## src/shared/pwmc_regs.svh

```systemverilog
`ifndef PWMC_REGS_SVH
`define PWMC_REGS_SVH
// Register offsets (byte addresses, one aligned word each).
`define PWMC_MODE_OFS 8'h00
`define PWMC_DUTY_OFS 8'h04
`define PWMC_PERIOD_OFS 8'h08
`define PWMC_UPDATE_OFS 8'h0C
`define PWMC_COUNT_OFS 8'h10
`define PWMC_STATUS_OFS 8'h14
`define PWMC_MASK_OFS 8'h18
`define PWMC_ENABLE_OFS 8'h1C
`define PWMC_DIVIDER_A_FACTOR_OFS 8'h20
`define PWMC_DIVIDER_B_FACTOR_OFS 8'h24
// Mode register field positions.
`define PWMC_SRC_LSB 0
`define PWMC_SRC_MSB 3
`define PWMC_ALIGN_BIT 8
`define PWMC_POL_BIT 9
`define PWMC_UPD_BIT 10
// Clock source codes.
`define PWMC_SRC_TAP_MAX 4'hA
`define PWMC_SRC_DIVIDER_A_FACTOR 4'hB
`define PWMC_SRC_DIVIDER_B_FACTOR 4'hC
// Reset values.
`define PWMC_MODE_RST 7'h00
`define PWMC_WORD_RST 16'h0000
`define PWMC_DIV_RST 8'h00
// Widths.
`define PWMC_CNT_W 16
`define PWMC_DIV_W 8
`define PWMC_TAP_W 10
`endif

```

## src/shared/pwmc_pkg.sv

```systemverilog
package pwmc_pkg;
    // Channel mode fields as held in the mode register (bits 10:8 and 3:0).
    typedef struct packed {
        logic updTarget;
        logic polarity;
        logic align;
        logic [3:0] clkSel;
    } pwmc_mode_t;
    // Counting direction of the channel counter.
    typedef enum logic [0:0] {
        PWMC_DIR_UP = 1'b0,
        PWMC_DIR_DOWN = 1'b1
    } pwmc_dir_t;
    // Register port request from the bus master.
    typedef struct packed {
        logic wrStb;
        logic rdStb;
        logic [7:0] addr;
        logic [31:0] wdata;
    } pwmc_req_t;
endpackage

```

## src/rtl/pwmc_clk_taps.sv

```systemverilog
`include "pwmc_regs.svh"
module pwmc_clk_taps
    import pwmc_pkg::*;
#(
    parameter int TAP_W = `PWMC_TAP_W,
    parameter int DIV_W = `PWMC_DIV_W
) (
    // Clock and reset.
    input wire logic sys_clk,
    input wire logic nrst,
    // Source selection and divider factors.
    input wire logic [3:0] clkSel,
    input wire logic [DIV_W-1:0] divider_a_factor,
    input wire logic [DIV_W-1:0] divider_b_factor,
    // One-cycle counting enable for the channel counter.
    output logic tick
);
    // Free-running counter feeding the power-of-two taps.
    logic [TAP_W-1:0] freeCnt_q;
    // Divider counters for the two programmable clocks.
    logic [DIV_W-1:0] divCntA_q;
    logic [DIV_W-1:0] divCntB_q;
    // Per-tap ticks; tap k fires once every 2**k cycles.
    logic [TAP_W:0] tapTick;

    // The taps share one counter so that all of them stay phase related.
    always_ff @(posedge sys_clk or negedge nrst) begin
        if (!nrst) begin
            freeCnt_q <= '0;
        end else begin
            freeCnt_q <= freeCnt_q + 1'b1;
        end
    end

    // Tap k fires when the low k bits of the free counter are all ones.
    assign tapTick[0] = 1'b1;
    for (genvar k = 1; k <= TAP_W; k++) begin : g_tap
        assign tapTick[k] = &freeCnt_q[k-1:0];
    end

    // Divider A wraps after its factor; a factor of zero stops it.
    always_ff @(posedge sys_clk or negedge nrst) begin
        if (!nrst) begin
            divCntA_q <= '0;
        end else if (divCntA_q + 1'b1 >= divider_a_factor) begin
            divCntA_q <= '0;
        end else begin
            divCntA_q <= divCntA_q + 1'b1;
        end
    end

    // Divider B behaves exactly like divider A.
    always_ff @(posedge sys_clk or negedge nrst) begin
        if (!nrst) begin
            divCntB_q <= '0;
        end else if (divCntB_q + 1'b1 >= divider_b_factor) begin
            divCntB_q <= '0;
        end else begin
            divCntB_q <= divCntB_q + 1'b1;
        end
    end

    // Source multiplexer; reserved codes give no tick, so the counter freezes.
    always_comb begin
        if (clkSel <= `PWMC_SRC_TAP_MAX) begin
            tick = tapTick[clkSel];
        end else if (clkSel == `PWMC_SRC_DIVIDER_A_FACTOR) begin
            tick = (divider_a_factor != '0) && (divCntA_q == '0);
        end else if (clkSel == `PWMC_SRC_DIVIDER_B_FACTOR) begin
            tick = (divider_b_factor != '0) && (divCntB_q == '0);
        end else begin
            tick = 1'b0;
        end
    end

    AST_RESERVED_SRC: assert property (@(posedge sys_clk) disable iff (!nrst)
        (clkSel > `PWMC_SRC_DIVIDER_B_FACTOR) |-> !tick)
        else $error("Reserved clock source produced a tick.");

    AST_TAP_HALF: assert property (@(posedge sys_clk) disable iff (!nrst)
        (clkSel == 4'h1 && $past(clkSel) == 4'h1 && tick) |-> !$past(tick))
        else $error("Divide-by-two tap fired on two cycles in a row.");
endmodule

```

## src/rtl/pwmc_channel.sv

```systemverilog
`include "pwmc_regs.svh"
module pwmc_channel
    import pwmc_pkg::*;
#(
    parameter int CNT_W = `PWMC_CNT_W,
    parameter int DIV_W = `PWMC_DIV_W
) (
    // Clock and reset.
    input wire logic sys_clk,
    input wire logic nrst,
    // Register port.
    input wire logic [7:0] regAddr,
    input wire logic [31:0] regWdata,
    input wire logic regWrStb,
    input wire logic regRdStb,
    output logic [31:0] regRdata_q,
    // Waveform and interrupt.
    output logic pwmOut_q,
    output logic irq_q
);
    // Bundled bus request.
    pwmc_req_t req;
    // Mode register.
    pwmc_mode_t mode_q;
    // Live duty and period words, plus the update buffer.
    logic [CNT_W-1:0] duty_q;
    logic [CNT_W-1:0] period_q;
    logic [CNT_W-1:0] updBuf_q;
    // Set when the update buffer holds a value not yet applied.
    logic updPend_q;
    // Channel enable and divider factors.
    logic enable_q;
    logic [DIV_W-1:0] divider_a_factor_q;
    logic [DIV_W-1:0] divider_b_factor_q;
    // Channel counter and direction.
    logic [CNT_W-1:0] cnt_q;
    pwmc_dir_t dir_q;
    // Sticky period flag and its mask.
    logic status_q;
    logic mask_q;
    // Counter enable from the source selector.
    logic tick;
    // One-cycle pulse marking the start of a new period.
    logic periodStart;
    // Incremented count, one bit wider so a wrap compare cannot overflow.
    logic [CNT_W:0] cntInc;
    // Decoded write strobes and the status read strobe.
    logic wrMode, wrDuty, wrPeriod, wrUpdate, wrEnable, wrStatus;
    logic rdStatus;

    assign req = '{wrStb: regWrStb, rdStb: regRdStb, addr: regAddr, wdata: regWdata};
    assign wrMode = req.wrStb && req.addr == `PWMC_MODE_OFS;
    assign wrDuty = req.wrStb && req.addr == `PWMC_DUTY_OFS;
    assign wrPeriod = req.wrStb && req.addr == `PWMC_PERIOD_OFS;
    assign wrUpdate = req.wrStb && req.addr == `PWMC_UPDATE_OFS;
    assign wrEnable = req.wrStb && req.addr == `PWMC_ENABLE_OFS;
    assign wrStatus = req.wrStb && req.addr == `PWMC_STATUS_OFS;
    assign rdStatus = req.rdStb && req.addr == `PWMC_STATUS_OFS;
    assign cntInc = {1'b0, cnt_q} + 1'b1;

    // Clock source selection and the two programmable dividers.
    pwmc_clk_taps #(
        .DIV_W(DIV_W)
    ) u_taps (
        .sys_clk(sys_clk),
        .nrst(nrst),
        .clkSel(mode_q.clkSel),
        .divider_a_factor(divider_a_factor_q),
        .divider_b_factor(divider_b_factor_q),
        .tick(tick)
    );

    // A period starts at the left-mode wrap or when the center count lands on zero.
    always_comb begin
        if (!enable_q || !tick || period_q == '0) begin
            periodStart = 1'b0;
        end else if (!mode_q.align) begin
            periodStart = cntInc >= {1'b0, period_q};
        end else begin
            periodStart = dir_q == PWMC_DIR_DOWN && cnt_q <= 16'h0001;
        end
    end

    // Mode register; only bits 10:8 and 3:0 are implemented.
    always_ff @(posedge sys_clk or negedge nrst) begin
        if (!nrst) begin
            mode_q <= `PWMC_MODE_RST;
        end else if (wrMode) begin
            mode_q <= {regWdata[`PWMC_UPD_BIT:`PWMC_ALIGN_BIT],
                       regWdata[`PWMC_SRC_MSB:`PWMC_SRC_LSB]};
        end
    end

    // Divider factors; a zero factor leaves that divider clock stopped.
    always_ff @(posedge sys_clk or negedge nrst) begin
        if (!nrst) begin
            divider_a_factor_q <= `PWMC_DIV_RST;
            divider_b_factor_q <= `PWMC_DIV_RST;
        end else if (req.wrStb && req.addr == `PWMC_DIVIDER_A_FACTOR_OFS) begin
            divider_a_factor_q <= regWdata[DIV_W-1:0];
        end else if (req.wrStb && req.addr == `PWMC_DIVIDER_B_FACTOR_OFS) begin
            divider_b_factor_q <= regWdata[DIV_W-1:0];
        end
    end

    // Update buffer; holding it back until a period start avoids glitches.
    always_ff @(posedge sys_clk or negedge nrst) begin
        if (!nrst) begin
            updBuf_q <= `PWMC_WORD_RST;
            updPend_q <= 1'b0;
        end else if (wrUpdate) begin
            updBuf_q <= regWdata[CNT_W-1:0];
            updPend_q <= 1'b1;
        end else if (periodStart) begin
            updPend_q <= 1'b0;
        end
    end

    // Duty word: direct writes, or the buffered value at a period start.
    always_ff @(posedge sys_clk or negedge nrst) begin
        if (!nrst) begin
            duty_q <= `PWMC_WORD_RST;
        end else if (wrDuty) begin
            duty_q <= regWdata[CNT_W-1:0];
        end else if (periodStart && updPend_q && !mode_q.updTarget) begin
            duty_q <= updBuf_q;
        end
    end

    // Period word: direct writes, or the buffered value at a period start.
    always_ff @(posedge sys_clk or negedge nrst) begin
        if (!nrst) begin
            period_q <= `PWMC_WORD_RST;
        end else if (wrPeriod) begin
            period_q <= regWdata[CNT_W-1:0];
        end else if (periodStart && updPend_q && mode_q.updTarget) begin
            period_q <= updBuf_q;
        end
    end

    // Channel enable; writing bit 0 as one starts the channel.
    always_ff @(posedge sys_clk or negedge nrst) begin
        if (!nrst) begin
            enable_q <= 1'b0;
        end else if (wrEnable) begin
            enable_q <= regWdata[0];
        end
    end

    // Channel counter. Left mode runs 0..period-1; center mode goes up and back.
    always_ff @(posedge sys_clk or negedge nrst) begin
        if (!nrst) begin
            cnt_q <= '0;
            dir_q <= PWMC_DIR_UP;
        end else if (wrEnable || !enable_q || period_q == '0) begin
            cnt_q <= '0;
            dir_q <= PWMC_DIR_UP;
        end else if (tick) begin
            if (!mode_q.align) begin
                // Left mode: one period is period_q source ticks.
                cnt_q <= periodStart ? '0 : cntInc[CNT_W-1:0];
                dir_q <= PWMC_DIR_UP;
            end else if (dir_q == PWMC_DIR_UP) begin
                // Center mode climbs to the period value, then turns round.
                cnt_q <= cntInc[CNT_W-1:0];
                if (cntInc >= {1'b0, period_q}) begin
                    dir_q <= PWMC_DIR_DOWN;
                end
            end else begin
                // Falling half; reaching zero turns round and opens the next period.
                cnt_q <= cnt_q - 1'b1;
                if (cnt_q <= 16'h0001) begin
                    dir_q <= PWMC_DIR_UP;
                end
            end
        end
    end

    // Output: start level below the duty value, opposite level from the match.
    // The same compare gives a toggle on each direction in center mode.
    // A disabled channel rests at its start level.
    always_ff @(posedge sys_clk or negedge nrst) begin
        if (!nrst) begin
            pwmOut_q <= 1'b0;
        end else if (!enable_q || cnt_q < duty_q) begin
            pwmOut_q <= mode_q.polarity;
        end else begin
            pwmOut_q <= !mode_q.polarity;
        end
    end

    // Period flag: a status read or a write of one clears it, a new period wins.
    always_ff @(posedge sys_clk or negedge nrst) begin
        if (!nrst) begin
            status_q <= 1'b0;
        end else if (periodStart) begin
            status_q <= 1'b1;
        end else if (rdStatus || (wrStatus && regWdata[0])) begin
            status_q <= 1'b0;
        end
    end

    // Interrupt mask.
    always_ff @(posedge sys_clk or negedge nrst) begin
        if (!nrst) begin
            mask_q <= 1'b0;
        end else if (req.wrStb && req.addr == `PWMC_MASK_OFS) begin
            mask_q <= regWdata[0];
        end
    end

    // Level interrupt, registered so the output comes from a flip-flop.
    always_ff @(posedge sys_clk or negedge nrst) begin
        if (!nrst) begin
            irq_q <= 1'b0;
        end else begin
            // Follow the flag's next value, so a clear that meets a new period
            // does not drop the line for a cycle while the flag stays set.
            irq_q <= mask_q && (periodStart
                || (status_q && !rdStatus && !(wrStatus && regWdata[0])));
        end
    end

    // Read data, valid in the cycle after the read strobe and zero otherwise.
    always_ff @(posedge sys_clk or negedge nrst) begin
        if (!nrst) begin
            regRdata_q <= '0;
        end else if (!req.rdStb) begin
            regRdata_q <= '0;
        end else begin
            case (req.addr)
                `PWMC_MODE_OFS: regRdata_q <= {21'h000000, mode_q.updTarget,
                    mode_q.polarity, mode_q.align, 4'h0, mode_q.clkSel};
                `PWMC_DUTY_OFS: regRdata_q <= {16'h0000, duty_q};
                `PWMC_PERIOD_OFS: regRdata_q <= {16'h0000, period_q};
                `PWMC_UPDATE_OFS: regRdata_q <= {16'h0000, updBuf_q};
                `PWMC_COUNT_OFS: regRdata_q <= {16'h0000, cnt_q};
                `PWMC_STATUS_OFS: regRdata_q <= {31'h00000000, status_q};
                `PWMC_MASK_OFS: regRdata_q <= {31'h00000000, mask_q};
                `PWMC_ENABLE_OFS: regRdata_q <= {31'h00000000, enable_q};
                `PWMC_DIVIDER_A_FACTOR_OFS: regRdata_q <= {24'h000000, divider_a_factor_q};
                `PWMC_DIVIDER_B_FACTOR_OFS: regRdata_q <= {24'h000000, divider_b_factor_q};
                default: regRdata_q <= '0;
            endcase
        end
    end

    AST_LEFT_WRAP: assert property (@(posedge sys_clk) disable iff (!nrst)
        (enable_q && !mode_q.align && tick && period_q != '0
         && cntInc == {1'b0, period_q} && !wrEnable) |=> cnt_q == '0)
        else $error("Left-aligned counter did not clear at the period value.");

    AST_CENTER_TURN: assert property (@(posedge sys_clk) disable iff (!nrst)
        (enable_q && mode_q.align && tick && dir_q == PWMC_DIR_UP && !wrEnable
         && !wrPeriod && cntInc == {1'b0, period_q}) |=> dir_q == PWMC_DIR_DOWN)
        else $error("Center-aligned counter did not turn at the period value.");

    AST_START_LEVEL: assert property (@(posedge sys_clk) disable iff (!nrst)
        (enable_q && cnt_q < duty_q && !wrMode) |=> pwmOut_q == mode_q.polarity)
        else $error("Output not at starting level below the duty value.");

    AST_AFTER_MATCH: assert property (@(posedge sys_clk) disable iff (!nrst)
        (enable_q && cnt_q >= duty_q && !wrMode) |=> pwmOut_q != mode_q.polarity)
        else $error("Output did not switch level at the duty match.");

    AST_DUTY_UPDATE: assert property (@(posedge sys_clk) disable iff (!nrst)
        (periodStart && updPend_q && !mode_q.updTarget && !wrDuty && !wrUpdate)
        |=> duty_q == $past(updBuf_q))
        else $error("Buffered duty value not applied at the period start.");

    AST_PERIOD_HOLD: assert property (@(posedge sys_clk) disable iff (!nrst)
        (!periodStart && !wrPeriod) |=> period_q == $past(period_q))
        else $error("Period changed outside a period start.");

    AST_FLAG_SET: assert property (@(posedge sys_clk) disable iff (!nrst)
        periodStart |=> status_q)
        else $error("Period flag not set at the end of a period.");

    // A read that meets a new period leaves the flag set, so only lone reads must clear it.
    AST_FLAG_CLEAR: assert property (@(posedge sys_clk) disable iff (!nrst)
        (rdStatus && !periodStart) |=> !status_q)
        else $error("Period flag not cleared by a status read.");

    AST_IRQ_LEVEL: assert property (@(posedge sys_clk) disable iff (!nrst)
        (status_q && mask_q && !rdStatus && !wrStatus) |=> irq_q)
        else $error("Unmasked period flag did not raise the interrupt.");
endmodule

```

## config.mk

```make
export PLATFORM = sky130hd
export DESIGN_NAME = pwmc_channel
export DESIGN_NICKNAME = d
export VERILOG_FILES = /design/src/shared/pwmc_pkg.sv /design/src/rtl/pwmc_clk_taps.sv /design/src/rtl/pwmc_channel.sv
export VERILOG_INCLUDE_DIRS = /design/src /design/src/shared
export SDC_FILE = /design/constraint.sdc
export NUM_CORES = 1
export LEC_CHECK = 0
export ABC_CLOCK_PERIOD_IN_PS = 3720
export BUFFER_PORTS_ARGS = -buffer_cell sky130_fd_sc_hd__buf_2
export CAP_MARGIN = 5
export CORE_ASPECT_RATIO = 0.8
export CORE_MARGIN = 2
export CORE_UTILIZATION = 56
export CTS_BUF_LIST = sky130_fd_sc_hd__clkbuf_4 sky130_fd_sc_hd__clkbuf_8
export CTS_CLUSTER_SIZE = 40
export DETAILED_ROUTE_END_ITERATION = 7
export GPL_TIMING_DRIVEN = 1
export PLACE_DENSITY = 0.8
export REMOVE_ABC_BUFFERS = 1
export SKIP_LAST_GASP = 1
export SLEW_MARGIN = 25
export SYNTH_ARGS = -nofsm -noshare
export SYNTH_HDL_FRONTEND = slang
export SYNTH_SLANG_ARGS = --single-unit
export TNS_END_PERCENT = 30
```

## constraint.sdc

```tcl
create_clock -name sys_clk -period 3.72 [get_ports sys_clk]
set_clock_uncertainty 0.15 [all_clocks]
set_input_delay 0.558 -clock sys_clk [delete_from_list [all_inputs] [get_ports sys_clk]]
set_output_delay 0.558 -clock sys_clk [all_outputs]
set_load 0.05 [all_outputs]
```

==> results summary, run 1 <==
The count of cell types in the netlist is 63. From synthesis to final layout, the design area changed by 10.9%. The clock-pin slew on the worst setup and hold paths came out at 80 ps. For the pin with the worst max-slew slack, the measured transition is 795 ps. The cell sitting at the root of the clock tree is a sky130_fd_sc_hd__clkbuf_8. The post-route antenna net violation count came out at 0. In the synthesized netlist the dominant register cell turns out to be sky130_fd_sc_hd__dfrtp_1. The count of buffers inserted at the top-level ports came out at 45. The required arrival time at the worst endpoint came out at 3960 ps. The final estimated routing congestion in global placement is 0.947. The total via count after detailed routing came out at 7,455. The library cells used most frequently in the layout, excluding fill and tap cells, are sky130_fd_sc_hd__dfrtp_1, sky130_fd_sc_hd__nor2_1, sky130_fd_sc_hd__inv_1. The die boundary height is 114 um. The starting utilization of the core area came out at 56.9%. The placed standard-cell area is 0.00897 mm^2. The number of global-route vias before repair came to 7,093. The number of flops mapped to enable cells by yosys is 0. TritonCTS built the clock tree. Counting I/O delays and the setup requirement, the final critical path takes 3520 ps. The cell row count came out at 40. Yosys printed 0 warnings. The H-tree was split into 4 levels. The HPWL after detailed placement is 16,000 um. The type of the tightest min-delay check is in2reg. After synthesis, the share of flip-flops with an asynchronous set or reset is 100%.

The repair_antennas step left the layout with diodes totalling 0. The kind of end point of the critical path is a flop. The post-synthesis register bit count is 136. The worst setup path is of the reg2reg kind. Among all stages on the critical path, the largest delay is contributed by sky130_fd_sc_hd__or4b_1. The arrival time of the worst setup path is 3750 ps. The clock sink count is 136. The number of primary I/O pins came out at 78. The launching element type of the critical path is a flop. In this run, placement finished with an instance count of 1,134.

Among the stages of the critical path, the cell type that occurs most often is sky130_fd_sc_hd__ha_1. After detailed routing, the total wire length is 23,000 um. The share of final-layout standard cells stronger than drive strength 1 came out at 17.8%. For this run, design rule violations remaining after detail routing come to 0.

The global routing usage summed across all routing layers is 29.8%. Leaving out fill and tap cells, the most frequent cell in the layout is sky130_fd_sc_hd__dfrtp_1. After detailed routing, the average wire length per cell comes to 19.7 um. The CTS buffer count came out at 17. The insertion delay of the later-clocked pin in the worst-skew pair is 470 ps. The longest clock path from root to sink contains 2 buffers.

Traced cell by cell, the critical path runs through ha_1 -> nand3_2 -> or3_1 -> buf_4 -> nor2_2 -> xnor2_2 -> ha_1 -> a21oi_1 -> o21ai_0 -> nand2b_1 -> nand4_2 -> o21ai_2 -> or4b_1 -> a31oi_1. The fraction of the yosys area taken by sequential cells came out at 39.9%. After layout, the worst path uses 94.5% of the clock period.

The maximum number of pins on one net before global-route repair is 70. The area of all sequential standard cells came out at 0.00340 mm^2. Of the post-synthesis cell area, the dominant cell type holds 39.9%.

In this run the standard cell core region covers 0.0150 mm^2. The count of pins over their slew limit came out at 0. The number of antenna violations at the first check in global routing came out at 0. Summed over all instances, the cell type with the most area after synthesis is sky130_fd_sc_hd__dfrtp_1. The max-capacitance violation count came out at 0. Setup repair after global routing could not meet its margin everywhere.

The longest individual stage delay on the worst path came out at 460 ps. The maximum vdd ir drop came out at 0.245 mV. The standby leakage power came out at 4.44 nW.

The number of cells in the finished layout apart from fillers came out at 1,167. The finished cells cover 0.00945 mm^2. The detailed router finished its first iteration with 811 violations. The floorplan die area is 0.0162 mm^2.

The average footprint of a synthesized cell came out at 9.28 um^2. Ranked by total cell area, the synthesized netlist is headed by sky130_fd_sc_hd__dfrtp_1, sky130_fd_sc_hd__ha_1, sky130_fd_sc_hd__mux2_2. The number of optimization iterations in the first detailed-route pass came out at 7. The net count of the finished layout came out at 1,067. The area of the mapped netlist came out at 0.00852 mm^2. The hold violation count in the final report came out at 0. The count of final setup violators came out at 0. The vias per cell came out at 6.39. Timing would allow up to 0.284 GHz.

The global-route wire length before repair is 37,400 um. Power spread over the standard cell area amounts to 373 mW/mm^2. The worst relative slew slack is 47.0%.

The multi-input combinational cell area came out at 0.00462 mm^2. In this run the worst path has a maximum fanout of 4. The number of instances in the synthesized netlist is 918.

The die is 142 um wide. The count of fill cells added during filler insertion came out at 1,195. The flow ran to the end, and the final reports show no timing, DRC or antenna violations. After global routing the overflow that remains totals 0.
## per-layer routing
layer	wire length, um	GRT usage [%]
met5	0	0
met4	621	10.6
met3	2350	7.44
met2	9960	42.8
met1	10100	43.8
## synthesized netlist by cell type, drive strengths merged, types with 6 or more instances
master / number
o22ai: 7
a21o: 13
and3: 10
mux2: 42
o21ai: 66
ha: 58
mux2i: 6
xor2: 13
a21oi: 32
nor3: 15
nor2: 81
or3: 10
nand3: 29
a21boi: 15
nor4: 11
clkbuf: 34
nand2: 44
buf: 32
xnor2: 20
inv: 65
a31oi: 50
a22oi: 19
nand2b: 10
dfrtp: 136
nand4: 44
a221oi: 6
## stage by stage
| step | setup WS [ps] | util [%] | setup TNS, ps | hold WS (ps) | power [mW] |
|---|---|---|---|---|---|
| global placement | 197 | 60.0 | 0 | 312 | 2.18 |
| detailed placement | 113 | 60.0 | 0 | 319 | 2.20 |
| CTS | 89.1 | 62.9 | 0 | 187 | 3.52 |
| finish | 205 | 63.1 | 0 | 213 | 3.52 |
| floorplan | -106 | - | -1180 | 112 | 2.00 |
| global route | -9.67 | 63.1 | -22.2 | 195 | 3.67 |
## power breakdown
group | internal [mW] | leakage, nW | switching, mW
clock network | 0.676 | 0.206 | 0.650
registers | 1.55 | 1.71 | 0.0873
logic | 0.208 | 2.53 | 0.348
## sequential cells by signal (all words and copies together) (netlist names), 7 cells and up
register	count
cnt_q	16
period_q	16
regRdata_q	16
u_taps.divCntB_q	8
u_taps.divCntA_q	8
divider_b_factor_q	8
duty_q	16
updBuf_q	16
u_taps.freeCnt_q	10
mode_q	7
divider_a_factor_q	8
## cells by family (layout without fill, tap and decap cells)
kind of cell             count (synthesis)  after routing  synth area share (%)
AO/OA/AOI/OAI                          237            237                  18.0
multiplexers                            48             48                  6.26
XOR/XNOR                                33             33                  3.39
other                                    1             16                0.0440
adder cells (fa/ha/maj)                 58             58                  8.52
buffers and inverters                  131            176                  6.96
flip-flops                             136            136                  39.9
AND/OR/NAND/NOR                        274            274                  16.9
## cell type report
class | instances | area share (%)
Inverter | 65 | 2.58
Clock buffer | 17 | 2.48
Timing Repair Buffer | 79 | 5.52
Clock inverter | 15 | 2.01
Sequential cell | 136 | 36.0
Multi-Input combinational cell | 666 | 48.9
Tap cell | 189 | 2.50
## worst paths after layout
check                                     from             endpoint  slack, ps  cells past startpoint
max                                   cnt_q[0]             cnt_q[8]        200                     14
min                               regWdata[11]         updBuf_q[11]        210                      2
max reg2reg                           cnt_q[0]             cnt_q[8]        200                     14
min reg2reg                u_taps.freeCnt_q[9]  u_taps.freeCnt_q[9]        330                      1
max in group asynchronous                 nrst  u_taps.divCntA_q[4]       2160                      3
min in group asynchronous                 nrst        regRdata_q[0]        530                      2
## critical path: cells and delay by family (launching register included)
kind	cells	cell delay, ps
flip-flops	1	360
buffers and inverters	1	180
AO/OA/AOI/OAI	4	680
AND/OR/NAND/NOR	6	1410
adder cells (fa/ha/maj)	2	490
XOR/XNOR	1	170
## what timing repair did
item,CTS,global route
setup endpoints to repair,0,44
hold buffers,1,0
gates resized for setup,0,8
buffers inserted,0,0
endpoints found under the hold margin,67,0
Note: power is estimated with default switching activity, not from simulation.
==> run 2, diff against run 1 <==
--- a/config.mk
+++ b/config.mk
@@ -11,12 +11,12 @@
 export CAP_MARGIN = 5
 export CORE_ASPECT_RATIO = 0.8
 export CORE_MARGIN = 2
-export CORE_UTILIZATION = 56
+export CORE_UTILIZATION = 46
 export CTS_BUF_LIST = sky130_fd_sc_hd__clkbuf_4 sky130_fd_sc_hd__clkbuf_8
 export CTS_CLUSTER_SIZE = 40
 export DETAILED_ROUTE_END_ITERATION = 7
 export GPL_TIMING_DRIVEN = 1
-export PLACE_DENSITY = 0.8
+export PLACE_DENSITY = 0.68
 export REMOVE_ABC_BUFFERS = 1
 export SKIP_LAST_GASP = 1
 export SLEW_MARGIN = 25
==> run 2 against run 1 <==
- critical path depth is 1 higher
- setup slack worse by 15 ps
- maximum frequency is 0.41% lower
- combinational power is 0.7% lower
- clock power is 14% lower
- the flow now finishes with violations (negative hold slack)
- global-route usage is 5.2 points lower
- total power is 5.3% lower
- largest power group unchanged
- sequential power hardly changed
- first-iteration DRC count is 0.25% higher
- die area is 21% higher
- via count is 2.1% lower
==> results summary, run 2 (synthesis gave the netlist of run 1 again) <==
The amount of wire on met2 after detailed routing is 9790 um (-1.8%). The hold violation count in the final report was 23 (+23). The critical path depth is 15 (+1). The remaining global-route overflow was 0 (unchanged). The number of primary I/O pins is 78 (unchanged).

TritonCTS built the clock tree. The flow ran to the end, but the final reports show violations. The part of the cycle the worst path needs came out at 94.9% (+0.39 points). The clock-pin slew on the worst setup and hold paths came out at 90 ps (about the same). The number of optimization iterations in the first detailed-route pass came out at 6 (-1). The worst setup path is captured at a flop.

In this run the critical register-to-register path is launched from cnt_q[1]. The count of final setup violators came out at 0 (unchanged). The floorplan die area is 0.0196 mm^2 (+21%). The longest individual stage delay on the worst path came to 410 ps (-50 ps). The maximum operating frequency is 0.283 GHz (-0.41%). The standby leakage power is 4.41 nW (-0.73%).

The clock sink count was 136 (unchanged). The slowest stage cell on the critical path is sky130_fd_sc_hd__or3_1. The die boundary height is 126 um (+10%).

The placeable core area is 0.0182 mm^2 (+21%). The cell sitting at the root of the clock tree is a sky130_fd_sc_hd__clkbuf_8. Walking the worst path, the cells encountered are ha_1 -> nand3_2 -> or3_1 -> buf_4 -> nor2_1 -> xnor2_1 -> ha_1 -> a21oi_1 -> o21ai_0 -> nand2b_1 -> nand4_2 -> or3_1 -> buf_12 -> nand4_1 -> a31oi_1. The total setup buffers inserted after CTS came out at 0 (unchanged).

The largest driver fanout on the critical path is 32 (+28). The count of hold buffers inserted by post-cts repair was 0 (-1). The number of diodes added for antenna fixing came to 0 (unchanged). The global routing usage summed across all routing layers was 24.6% (-5.2 points).

The library cell used most frequently in the layout, excluding fill and tap cells, is sky130_fd_sc_hd__dfrtp_1. The shortest clock period the worst path allows after layout came out at 3530 ps (+14.6 ps). The max-capacitance violation count came out at 0 (unchanged). The residual DRC count is 0 (unchanged). The initial DRC count is 813 (+0.25%). The number of antenna violations at the first check in global routing is 0 (unchanged). The final worst slack was 190 ps (-14.6 ps). The length of routed met3 wiring was 2130 um (-9.3%). The checks that failed: negative hold slack. The maximum clock insertion buffer count came out at 2 (unchanged). The post-place setup slack came out at 135 ps (+21.7 ps). The finished layout cell area came to 0.00943 mm^2 (-0.12%). The global-route wire length before repair is 37,300 um (-0.35%).

The worst relative slew slack came out at 45.1% (-1.9 points). The power after layout came to 3.33 mW (-5.3%). The count of fill cells added during filler insertion is 1,712 (+43%). The family with the most delay on the worst path is simple AND/OR/NAND/NOR gates. The maximum vdd ir drop came out at 0.219 mV (-11%).

The startpoint of the worst setup timing path is cnt_q[1]. The overall die width is 156 um (+10%). The count of cells along the worst register-to-register path came out at 15 (+1). The post-route antenna net violation count came out at 0 (unchanged).

The maximum level of the CTS H-tree was 4 (unchanged). The required arrival time at the worst endpoint came out at 3900 ps (-60 ps). The placed wire-length estimate after detailed placement is 16,600 um (+3.7%). The count of buffers inserted at the top-level ports is 45 (unchanged). The vias per cell is 6.03 (-5.6%). The final estimated routing congestion in global placement is 0.929 (-2.0%).

The area growth from synthesis to layout came out at 10.7%. The pin slew with the least headroom to its limit is 820 ps (+25.0 ps). In the layout the commonest cells are sky130_fd_sc_hd__dfrtp_1, sky130_fd_sc_hd__nor2_1, sky130_fd_sc_hd__inv_1. Setup repair after global routing could not meet its margin everywhere.

The register-to-register setup slack is 190 ps (about the same). The number of global-route vias before repair was 6,756 (-4.8%). The CTS buffer count was 17 (unchanged). The number of gates given a new drive strength after cts came to 0 (unchanged). The net count of the finished layout is 1,070 (+0.28%). The placed standard-cell area is 0.00907 mm^2 (+1.0%). The arrival time of the worst setup path is 3710 ps (-40 ps). The maximum number of pins on one net before global-route repair is 79 (+13%).

The length of routed wiring on met1 came out at 10,900 um (+8.0%). The cell row count came out at 44 (+10%). The share of final-layout standard cells stronger than drive strength 1 came out at 17.8% (+0.048 points). The power density over the cells is 353 mW/mm^2 (-5.2%).

STA classifies the critical path startpoint as a flop. The insertion delay of the later-clocked pin in the worst-skew pair came out at 470 ps (about the same). The final hold slack was -42.6 ps (-255 ps).

The count of pins over their slew limit is 0 (unchanged). The routed wirelength normalized by instance count is 19.2 um (-2.8%). The accumulated negative setup slack came out at 0 ps (unchanged). The worst path buffer plus inverter count is 2 (+1). The critical path is of the reg2reg type. After detailed routing, no signal wire sits above met4. The type of the tightest min-delay check is in2async.

The total routed wirelength came out at 23,200 um (+0.90%). The critical path ends at period_q[6]. The starting utilization of the core area is 46.9% (-10 points). The total via count after detailed routing is 7,301 (-2.1%). The worst register-to-register path ends at period_q[6].
-- run 2: cell types whose count changed in the layout (fill, tap and decap cells not counted), moves of 2 or more --
cell,change
sky130_fd_sc_hd__inv_6,+2
sky130_fd_sc_hd__xnor2_1,+2
sky130_fd_sc_hd__clkinv_4,-2
sky130_fd_sc_hd__bufinv_16,-3
sky130_fd_sc_hd__xnor2_2,-2
sky130_fd_sc_hd__buf_4,+4
-- run 2: worst min-delay path by stage --
| stage | startpoint | to | depth (start not counted) |
|---|---|---|---|
| 2_1_floorplan | nrst | cnt_q[0] | 0 |
| 3_3_place_gp | u_taps.freeCnt_q[9] | u_taps.freeCnt_q[9] | 1 |
| 3_5_place_dp | u_taps.freeCnt_q[9] | u_taps.freeCnt_q[9] | 1 |
| 4_1_cts | nrst | regRdata_q[4] | 1 |
| 5_1_grt | nrst | u_taps.divCntB_q[4] | 1 |
| 6_report | nrst | enable_q | 1 |
-- run 2: worst reg2reg max path, cell delays in order (launching register included) --
cell and delay, ps:
sky130_fd_sc_hd__dfrtp_1 360, sky130_fd_sc_hd__ha_1 180, sky130_fd_sc_hd__nand3_2 110, sky130_fd_sc_hd__or3_1 400
sky130_fd_sc_hd__buf_4 180, sky130_fd_sc_hd__nor2_1 150, sky130_fd_sc_hd__xnor2_1 220, sky130_fd_sc_hd__ha_1 310
sky130_fd_sc_hd__a21oi_1 140, sky130_fd_sc_hd__o21ai_0 90, sky130_fd_sc_hd__nand2b_1 90, sky130_fd_sc_hd__nand4_2 190
sky130_fd_sc_hd__or3_1 410, sky130_fd_sc_hd__buf_12 200, sky130_fd_sc_hd__nand4_1 100, sky130_fd_sc_hd__a31oi_1 100
-- run 2: layer usage --
metal,vias up,global-route usage [%]
met5,-,0
met4,0,7.23
met3,31,4.78
met2,316,34.2
met1,3522,38.5
li1,3432,-
-- run 2: layout make-up --
type                            instances  area (um^2)  share of cell area, %
Clock inverter                         14          113                   1.19
Multi-Input combinational cell        666         4600                   48.7
Tap cell                              230          288                   3.05
Timing Repair Buffer                   82          547                   5.80
Inverter                               65          244                   2.59
Clock buffer                           18          241                   2.56
Sequential cell                       136         3400                   36.1
-- run 2: power breakdown --
group          switching [mW]  internal, mW  total [mW]
Sequential             0.0827          1.55        1.63
Clock                   0.665         0.482        1.15
Combinational           0.343         0.209       0.552
-- run 2: through the flow --
step	cells	hold WS (ps)	utilization, %
after floorplan	867	112	-
after global placement	1179	315	49.9
after detailed placement	1179	314	49.9
after CTS	1211	9.86	51.9
after global routing	1211	36.4	51.9
final	1211	-42.6	51.9
